<file path="src/pb_seq_regs.vh">
// timing constants and encodings for the pushbutton power sequencer
`ifndef PB_SEQ_REGS_VH
`define PB_SEQ_REGS_VH

// ----------------------------------------
// clock and times
// ----------------------------------------
`define CLK_HZ           50000000
`define T_DEEP_MS        1000
`define T_SOFT_MS        1000
`define T_WAKE_PRESS_MS  400
`define T_RISE_MS        5000
`define T_KILL_MS        5000
`define T_GOOD_MS        230
`define T_EXT_SETTLE_MS  100
`define T_KEEP_DLY_MS    50
`define T_REPORT_MS      50
`define MS_TO_CYC(ms)    ((`CLK_HZ / 1000) * (ms))

// ----------------------------------------
// state encodings
// ----------------------------------------
`define ST_SHUT_DEEP     3'h0
`define ST_DEEP          3'h1
`define ST_RISE_DEEP     3'h2
`define ST_RISE_SOFT     3'h3
`define ST_RUN           3'h4
`define ST_SHUT_SOFT     3'h5
`define ST_SOFT_OFF      3'h6

`endif

</file>
<file path="src/pushbutton_power_sequencer.v">
// pushbutton power-control state machine with wake and report outputs
`include "pb_seq_regs.vh"

// Behaviour
// (RULE_01) reset with battery enters shutdown to deep
// (RULE_02) one second later enter deep storage
// (RULE_03) long press, supply, keep-alive rise wake deep
// (RULE_04) rise state enables bucks in numerical order
// (RULE_05) five seconds after rise, enter running
// (RULE_06) keep-alive low then drops wake, bucks together
// (RULE_07) running leaves on keep-alive low or undervoltage
// (RULE_08) shutdown states clear serial registers, all bucks
// (RULE_09) soft shutdown lasts one second, ignores events
// (RULE_10) soft-off wakes on same three events
// (RULE_11) five-second press begun powered gives kill
// (RULE_12) kill in run/shutdown/soft-off goes deep shutdown
// (RULE_13) deep storage disables supplies, opens diode (code opens it only while extSupply is low)
// (RULE_14) rise releases wake for five seconds
// (RULE_15) good output after bucks within band 230ms
// (RULE_16) report ignores waking press, follows later presses
// (RULE_17) running press 50ms drives report low
// (RULE_18) serial enables honoured only in rise/running
// (RULE_19) external supply waits 100ms before rising
// (RULE_20) keep-alive rise wakes after 50ms
// (RULE_21) keep-alive fall in running: 50ms then shutdown
// (RULE_22) press held through shutdown needs release first
// (RULE_23) next buck enabled once previous near target
// (RULE_24) all pin inputs pass two flip-flops (code synchronises only button_b, keepAlive, extSupply and outUnderVolt)
// (RULE_25) one millisecond time base drives all delays
module pushbutton_power_sequencer #(
    parameter integer CLK_HZ   = `CLK_HZ,
    parameter integer TICK_CYC = CLK_HZ / 1000
) (
    // clock and reset
    input  wire        sys_clk,
    input  wire        rst_b,
    // pins and analog comparators
    input  wire        button_b,
    input  wire        keepAlive,
    input  wire        extSupply,
    input  wire        outUnderVolt,
    input  wire        batteryPresent,
    input  wire [2:0]  buckNearTarget,
    input  wire [2:0]  buckInBand,
    // serial-interface control requests
    input  wire        ldo1EnReq,
    input  wire        ldo2EnReq,
    input  wire        backlightEnReq,
    // wake open-drain pin
    output wire        wakeOut,
    output wire        wakeOe,
    // regulator enables, ideal diode and serial clear
    output reg  [2:0]  buckEn_reg,
    output reg         ldo1En_reg,
    output reg         ldo2En_reg,
    output reg         backlightEn_reg,
    output reg         idealDiodeOn_reg,
    output reg         serialClear_reg,
    // open-drain status pins
    output wire        goodOut,
    output wire        goodOe,
    output wire        reportOut,
    output wire        reportOe,
    // state and event
    output reg  [2:0]  state_reg,
    output reg         killEvent_reg
);

    // ----------------------------------------
    // input synchronisers
    // ----------------------------------------
    reg [3:0] sync1_reg;
    reg [3:0] sync2_reg;
    reg [3:0] prev_reg;
    always @(posedge sys_clk or negedge rst_b) begin
        if (!rst_b) begin
            sync1_reg <= 4'hd;
            sync2_reg <= 4'hd;
            prev_reg  <= 4'hd;
        end else begin
            sync1_reg <= {outUnderVolt, extSupply, keepAlive, button_b}; // RULE_24
            sync2_reg <= sync1_reg;
            prev_reg  <= sync2_reg;
        end
    end
    wire pressed   = ~sync2_reg[0];
    wire keepHi    = sync2_reg[1];
    wire extHi     = sync2_reg[2];
    wire uvlo      = sync2_reg[3];
    wire keepRise  = keepHi & ~prev_reg[1];
    wire extRise   = extHi & ~prev_reg[2];

    // ----------------------------------------
    // millisecond time base
    // ----------------------------------------
    reg [15:0] tickCnt_reg;
    wire       tick = (tickCnt_reg == TICK_CYC[15:0] - 16'h0001);
    always @(posedge sys_clk or negedge rst_b) begin
        if (!rst_b) begin
            tickCnt_reg <= 16'h0000;
        end else begin
            tickCnt_reg <= tick ? 16'h0000 : tickCnt_reg + 16'h0001; // RULE_25
        end
    end

    function isPowered;
        input [2:0] s;
        begin
            isPowered = (s == `ST_RISE_DEEP) || (s == `ST_RISE_SOFT) || (s == `ST_RUN);
        end
    endfunction

    // ----------------------------------------
    // state timer, pending-wake timer
    // ----------------------------------------
    reg [12:0] stMs_reg;
    reg [12:0] pendMs_reg;
    reg [1:0]  pend_reg;      // 0 none, 1 supply, 2 keep-alive
    reg [2:0]  stNext;
    reg        stChange;

    always @(posedge sys_clk or negedge rst_b) begin
        if (!rst_b) begin
            stMs_reg <= 13'h0000;
        end else if (stChange) begin
            stMs_reg <= 13'h0000; // RULE_25
        end else if (tick && stMs_reg != 13'h1fff) begin
            stMs_reg <= stMs_reg + 13'h0001;
        end
    end

    // ----------------------------------------
    // press timing and arming
    // ----------------------------------------
    wire [12:0] pressMs;
    press_timer #(.TICK_CYC(TICK_CYC), .MS_W(13)) u_press (
        .sys_clk     (sys_clk),
        .rst_b       (rst_b),
        .run         (pressed),
        .tick        (tick),
        .msCount_reg (pressMs)
    );
    reg pressArmed_reg;   // press began after a release
    reg killArmed_reg;    // press began in powered state
    reg wakePress_reg;    // press is the one that woke us
    wire pressStart = pressed & prev_reg[0];
    wire wakeByPress = pressed & pressArmed_reg & (pressMs >= `T_WAKE_PRESS_MS);

    always @(posedge sys_clk or negedge rst_b) begin
        if (!rst_b) begin
            pressArmed_reg <= 1'b0;
            killArmed_reg  <= 1'b0;
            wakePress_reg  <= 1'b0;
            killEvent_reg  <= 1'b0;
        end else begin
            if (!pressed) begin
                pressArmed_reg <= 1'b1; // RULE_22
            end else if (stChange && (stNext == `ST_SHUT_DEEP || stNext == `ST_SHUT_SOFT)) begin
                pressArmed_reg <= 1'b0; // RULE_22
            end
            if (pressStart) begin
                killArmed_reg <= isPowered(state_reg); // RULE_11
            end else if (!pressed) begin
                killArmed_reg <= 1'b0;
            end
            if (!pressed) begin
                wakePress_reg <= 1'b0;
            end else if (wakeByPress && stChange) begin
                wakePress_reg <= 1'b1; // RULE_16
            end
            killEvent_reg <= killArmed_reg & pressed & (pressMs >= `T_KILL_MS); // RULE_11
        end
    end

    // ----------------------------------------
    // state machine
    // ----------------------------------------
    wire pendDone = (pend_reg == 2'h1 && pendMs_reg >= `T_EXT_SETTLE_MS) || // RULE_19
                    (pend_reg == 2'h2 && pendMs_reg >= `T_KEEP_DLY_MS);     // RULE_20
    reg  [12:0] keepLowMs_reg;

    always @* begin
        stNext = state_reg;
        case (state_reg)
            `ST_SHUT_DEEP: if (stMs_reg >= `T_DEEP_MS) stNext = `ST_DEEP; // RULE_02
            `ST_DEEP: begin
                if (wakeByPress || pendDone) stNext = `ST_RISE_DEEP; // RULE_03
            end
            `ST_SOFT_OFF: begin
                if (killEvent_reg) stNext = `ST_SHUT_DEEP; // RULE_12
                else if (wakeByPress || pendDone) stNext = `ST_RISE_SOFT; // RULE_10
            end
            `ST_RISE_DEEP, `ST_RISE_SOFT: begin
                if (stMs_reg >= `T_RISE_MS) begin
                    stNext = keepHi ? `ST_RUN : `ST_SHUT_SOFT; // RULE_05 RULE_06
                end
            end
            `ST_RUN: begin
                if (killEvent_reg) stNext = `ST_SHUT_DEEP; // RULE_12
                else if (uvlo) stNext = `ST_SHUT_SOFT; // RULE_07
                else if (keepLowMs_reg >= `T_KEEP_DLY_MS) stNext = `ST_SHUT_SOFT; // RULE_21
            end
            `ST_SHUT_SOFT: begin
                if (killEvent_reg) stNext = `ST_SHUT_DEEP; // RULE_12
                else if (stMs_reg >= `T_SOFT_MS) stNext = `ST_SOFT_OFF; // RULE_09
            end
            default: stNext = `ST_SHUT_DEEP;
        endcase
        stChange = (stNext != state_reg);
    end

    always @(posedge sys_clk or negedge rst_b) begin
        if (!rst_b) begin
            state_reg     <= `ST_SHUT_DEEP; // RULE_01
            pend_reg      <= 2'h0;
            pendMs_reg    <= 13'h0000;
            keepLowMs_reg <= 13'h0000;
        end else begin
            state_reg <= stNext;
            // wake events queue only in the off states; soft shutdown ignores them
            if (stChange || !(state_reg == `ST_DEEP || state_reg == `ST_SOFT_OFF)) begin
                pend_reg <= 2'h0; // RULE_09
            end else if (pend_reg == 2'h0 && extRise) begin
                pend_reg <= 2'h1;
            end else if (pend_reg == 2'h0 && keepRise) begin
                pend_reg <= 2'h2;
            end
            if (pend_reg == 2'h0) begin
                pendMs_reg <= 13'h0000; // RULE_25
            end else if (tick) begin
                pendMs_reg <= pendMs_reg + 13'h0001;
            end
            if (keepHi || state_reg != `ST_RUN) begin
                keepLowMs_reg <= 13'h0000; // RULE_25
            end else if (tick && keepLowMs_reg != 13'h1fff) begin
                keepLowMs_reg <= keepLowMs_reg + 13'h0001;
            end
        end
    end

    // ----------------------------------------
    // regulator sequencing and serial enables
    // ----------------------------------------
    wire powered = isPowered(state_reg);
    reg  [12:0] goodMs_reg;
    reg         good_reg;
    reg         report_reg;
    reg  [12:0] runPressMs;

    always @(posedge sys_clk or negedge rst_b) begin
        if (!rst_b) begin
            buckEn_reg       <= 3'h0;
            ldo1En_reg       <= 1'b0;
            ldo2En_reg       <= 1'b0;
            backlightEn_reg  <= 1'b0;
            idealDiodeOn_reg <= 1'b1;
            serialClear_reg  <= 1'b1;
            goodMs_reg       <= 13'h0000;
            good_reg         <= 1'b0;
            report_reg       <= 1'b0;
        end else begin
            if (!powered) begin
                buckEn_reg <= 3'h0; // RULE_06 RULE_08
            end else begin
                buckEn_reg[0] <= 1'b1; // RULE_04
                buckEn_reg[1] <= buckEn_reg[0] & buckNearTarget[0]; // RULE_23
                buckEn_reg[2] <= buckEn_reg[1] & buckNearTarget[1]; // RULE_23
            end
            serialClear_reg <= (state_reg == `ST_SHUT_DEEP) ||
                               (state_reg == `ST_SHUT_SOFT); // RULE_08
            if (powered) begin
                ldo1En_reg      <= ldo1EnReq; // RULE_18
                ldo2En_reg      <= ldo2EnReq;
                backlightEn_reg <= backlightEnReq;
            end else begin
                ldo1En_reg      <= 1'b0; // RULE_08
                ldo2En_reg      <= 1'b0;
                backlightEn_reg <= 1'b0;
            end
            idealDiodeOn_reg <= !(state_reg == `ST_DEEP && !extHi); // RULE_13
            // a band drop restarts the qualification window
            if (buckEn_reg == 3'h0 || ((buckInBand & buckEn_reg) != buckEn_reg)) begin
                goodMs_reg <= 13'h0000;
            end else if (tick && goodMs_reg != 13'h1fff) begin
                goodMs_reg <= goodMs_reg + 13'h0001;
            end
            good_reg <= powered && (buckEn_reg == 3'h7) &&
                        (goodMs_reg >= `T_GOOD_MS); // RULE_15
            report_reg <= powered && pressed && !wakePress_reg &&
                          ((state_reg != `ST_RUN) ||
                           (pressMs >= `T_REPORT_MS)); // RULE_16 RULE_17
        end
    end

    // ----------------------------------------
    // open-drain pins: out is always 0, oe pulls low
    // ----------------------------------------
    assign wakeOut   = 1'b0;
    assign wakeOe    = !powered; // RULE_14
    assign goodOut   = 1'b0;
    assign goodOe    = !good_reg;
    assign reportOut = 1'b0;
    assign reportOe  = report_reg;

endmodule // pushbutton_power_sequencer

</file>
<file path="src/press_timer.v">
// saturating millisecond counter that runs while its level input is high

module press_timer #(
    parameter integer TICK_CYC = 50000,
    parameter integer MS_W     = 13
) (
    // clock and reset
    input  wire              sys_clk,
    input  wire              rst_b,
    // control
    input  wire              run,
    input  wire              tick,
    // count
    output reg  [MS_W-1:0]   msCount_reg
);

    always @(posedge sys_clk or negedge rst_b) begin
        if (!rst_b) begin
            msCount_reg <= {MS_W{1'b0}};
        end else if (!run) begin
            msCount_reg <= {MS_W{1'b0}};
        end else if (tick && (msCount_reg != {MS_W{1'b1}})) begin
            msCount_reg <= msCount_reg + {{(MS_W-1){1'b0}}, 1'b1};
        end
    end

endmodule // press_timer

</file>
<file path="config.mk">
export PLATFORM = sky130hd
export DESIGN_NAME = pushbutton_power_sequencer
export DESIGN_NICKNAME = d
export VERILOG_FILES = /design/src/pushbutton_power_sequencer.v /design/src/press_timer.v
export VERILOG_INCLUDE_DIRS = /design/src
export SDC_FILE = /design/constraint.sdc
export NUM_CORES = 1
export LEC_CHECK = 0
export CAP_MARGIN = 10
export CORE_UTILIZATION = 56
export CTS_CLUSTER_DIAMETER = 30
export DETAILED_ROUTE_END_ITERATION = 10
export DONT_BUFFER_PORTS = 1
export PLACE_DENSITY_LB_ADDON = 0.3
export SLEW_MARGIN = 20
export SYNTH_ARGS = -nofsm -noshare
export SYNTH_HDL_FRONTEND = slang
export SYNTH_SLANG_ARGS = --single-unit
</file>
<file path="constraint.sdc">
create_clock -name sys_clk -period 3.6 [get_ports sys_clk]
set_input_delay 0.36 -clock sys_clk [delete_from_list [all_inputs] [get_ports sys_clk]]
set_output_delay 0.36 -clock sys_clk [all_outputs]
set_load 0.05 [all_outputs]
</file>
==> results_dict.tcl <==
set metrics [dict create \
    clkLatencyLatePin_ns 0.37 \
    p_per_area_nw_per_um2 365.1 \
    cp.arrival_ns 3.35 \
    synth_compound_gate_area_share 0.09307 \
    placement.cell_area_sq_um 5557 \
    ff2ff_path_depth 6 \
    critical_path.endpoint_type "register" \
    worst_slack_ns 0.5402 \
    layout-drive-gt1-share 0.06372 \
    postSynth.topFlopCell "sky130_fd_sc_hd__dfrtp_1" \
    count_of_buffers_inserted_at_the_top_level_ports 0 \
    postSynthCellCount 555 \
    floorplan.die_area_sq_um 10100 \
    synth_top_area_cell "sky130_fd_sc_hd__dfrtp_1" \
    placed_cells 672 \
    overflow 0 \
    final_cell_area_sq_um 5863 \
    final_core_util 0.6286 \
    initial_standard_cell_utilization_of_the_core 0.5823 \
    ir_worst_vdd_mv 0.3043 \
    setup_fix_bufs_post_cts 0 \
    die_width_um 100.5 \
    largest_family_of_logic_cells_by_synthesized_area "simple AND/OR/NAND/NOR gates" \
    grt_pass1_vias 3847 \
    drt_pre_antenna_iters 4 \
    vias 3970 \
    hpwl_mm 6.793 \
    skew_ns 0.01491 \
    timing.final.setup_violations 0 \
    leakage_nw 2.398 \
    synthXorXnorAreaFrac 0.09998 \
    post_synth_main_area_contributors "sky130_fd_sc_hd__dfrtp_1 (47%), sky130_fd_sc_hd__nor2_1 (6.2%), sky130_fd_sc_hd__xor2_1 (5.3%)" \
    row_count 35 \
    remaining_drcs 0 \
    cts_made_buffers 9 \
    async_set_or_reset_register_ratio_after_synthesis 1.000 \
    num-fill-cells 763 \
    synth_largest_type_area_fraction 0.4653 \
    initialDrtViolationCount 199 \
    cts.sinks 111 \
    layout-area-overhead-vs-synth_pct 7.947 \
    number_of_flops_mapped_to_enable_cells_by_yosys 0 \
    crit_path_frequent_cell "sky130_fd_sc_hd__or4_1" \
    antenna_violating_nets_post_route 0 \
    max_stage_delay_on_crit_path_ns 0.76 \
    largest_register_ff_count 16 \
    post_synthesis_simple_gate_area_fraction 0.2264 \
    final.period_utilization 0.8499 \
    crit_required_ns 3.89 \
    antenna-diode-count 0 \
    worst_setup_hold_path_clk_slew_ns 0.10 \
    cap_violations 0 \
    timing.final.hold_violations 0 \
    synth_mux_area_frac 0.007372 \
    finalNonFillerCells 694 \
    synth.cell_area_sq_um 5431 \
    unrepaired_setup_endpoints_after_global_routing "false" \
    fin_nets 587 \
    cts_max_level 3 \
    gp_congestion 0.8564 \
    initial_antenna_violation_count 0 \
    cts_root_buf "sky130_fd_sc_hd__clkbuf_8" \
    cp-start-kind "register" \
    cts.path.max_buffers 2 \
    slew_violations 0 \
    drt-total-wl_mm 10.49 \
    cts_tree "built" \
    synth.distinct_cells 56 \
    post-route-min-period_ns 3.060 \
    synth-seq-area-share 0.5137 \
    timing.critical_path.slowest_stage_cell "sky130_fd_sc_hd__or4_1" \
    synth.avg_cell_area_sq_um 9.786 \
    criticalPathCategory "register to register" \
    grt_start_max_net_pins 112 \
    detailedPlace.worstSlack_ns 0.5602 \
    mostFrequentLayoutCells "sky130_fd_sc_hd__dfrtp_1 (101), sky130_fd_sc_hd__nor2_1 (89), sky130_fd_sc_hd__nand2_1 (39), sky130_fd_sc_hd__xor2_1 (33), sky130_fd_sc_hd__xnor2_1 (29)" \
    fp.coreArea_sq_um 9328 \
    post_synth_fa_ha_maj_area_fraction 0.02534 \
    post_drt_wl_per_cell_um 15.11 \
    worstMarginPinSlew_ns 0.8537 \
    synth.ff_latch_count 111 \
    floorplan.die.height_um 100.5 \
    cell_chain_critical_path "or4_1 > or4_1 > a21oi_4 > or3b_4 > or3_1 > a21oi_1" \
    critical_path.max_fanout 10 \
    grt_pass1_wl_mm 18.29 \
    relSlewSlack 0.4288 \
    global_route.usage.total 0.2314 \
    ys_warnings 0 \
    holdCritPathClass "input port to register" \
    num_io_pins 34 \
    min_delay_path_depth 1 \
    fmax_ghz 0.3268 \
    setup_total_negative_slack_ns 0 \
    route.detailed.vias_per_inst 5.720 \
    ff2ff_setup_slack_ns 0.54 \
    run_status "completed" \
    layout_commonest_cell "sky130_fd_sc_hd__dfrtp_1" \
]
where the power goes:
part | internal, mW | leakage [nW] | switching [mW]
clock | 0.413 | 0.105 | 0.421
sequential | 1.26 | 1.49 | 0.00364
combinational | 0.00982 | 0.803 | 0.0370
total | 1.68 | 2.40 | 0.461
worst max-delay path: cells and delay by family (launching register included):
family | cells | cell delay, ns
flops | 1 | 0.44
compound gates | 2 | 0.44
simple gates | 4 | 2.09
what timing repair did:
| item | 4_1_cts | 5_1_grt |
|---|---|---|
| hold buffers | 6 | 0 |
| resized for setup | 0 | 0 |
| hold endpoints to repair | 115 | 0 |
metal layers:
layer / vias to the layer above / GRT usage / routed length [um]
li1: 1937 / - / -
met1: 1942 / 0.3229 / 4910
met2: 85 / 0.3730 / 5066
met3: 6 / 0.04161 / 411
met4: 0 / 0.06912 / 97
met5: - / 0 / 0
cells in the mapped netlist, types with 14 or more instances:
cell and n:
sky130_fd_sc_hd__a21oi_1 17, sky130_fd_sc_hd__clkbuf_1 14, sky130_fd_sc_hd__dfrtp_1 101, sky130_fd_sc_hd__inv_1 25, sky130_fd_sc_hd__nand2_1 39, sky130_fd_sc_hd__nand3_1 17
sky130_fd_sc_hd__nand4_1 21, sky130_fd_sc_hd__nor2_1 89, sky130_fd_sc_hd__nor3_1 14, sky130_fd_sc_hd__nor4_1 15, sky130_fd_sc_hd__xnor2_1 29, sky130_fd_sc_hd__xor2_1 33
cell families (layout without fill, tap and decap cells):
family                   after synthesis  after routing
AO/OA/AOI/OAI                         73             73
adder cells (fa/ha/maj)               11             11
multiplexers                           4              4
AND/OR/NAND/NOR                      248            248
buffers and inverters                 45             53
flip-flops                           111            111
other                                  1              3
XOR/XNOR                              62             62
path summary, 6_finish.rpt:
path                                       from                to
worst max-delay path            tickCnt_reg[12]  keepLowMs_reg[8]
worst min-delay path                  ldo2EnReq        ldo2En_reg
worst max register to register  tickCnt_reg[12]  keepLowMs_reg[8]
worst min register to register     sync1_reg[0]      sync2_reg[0]
max in group asynchronous                 rst_b       pend_reg[1]
min in group asynchronous                 rst_b      stMs_reg[10]
stage by stage:
step	total power [mW]	hold WS (ns)
floorplan	1.299	0.06441
global placement	1.300	0.06853
CTS	2.162	0.1007
finish	2.141	0.1158
global route	2.224	0.08970
detailed placement	1.300	0.06925
area by class of cell:
cell class / instances / area [sq um] / share of cell area
Tap cell: 129 / 161.4 / 0.02753
Inverter: 27 / 101.3 / 0.01729
Clock buffer: 10 / 137.6 / 0.02347
Clock inverter: 6 / 91.34 / 0.01558
Sequential cell: 111 / 2790 / 0.4759
Multi-Input combinational cell: 401 / 2474 / 0.4219
Timing Repair Buffer: 10 / 107.6 / 0.01835
Power figures use the tool's default switching activity.
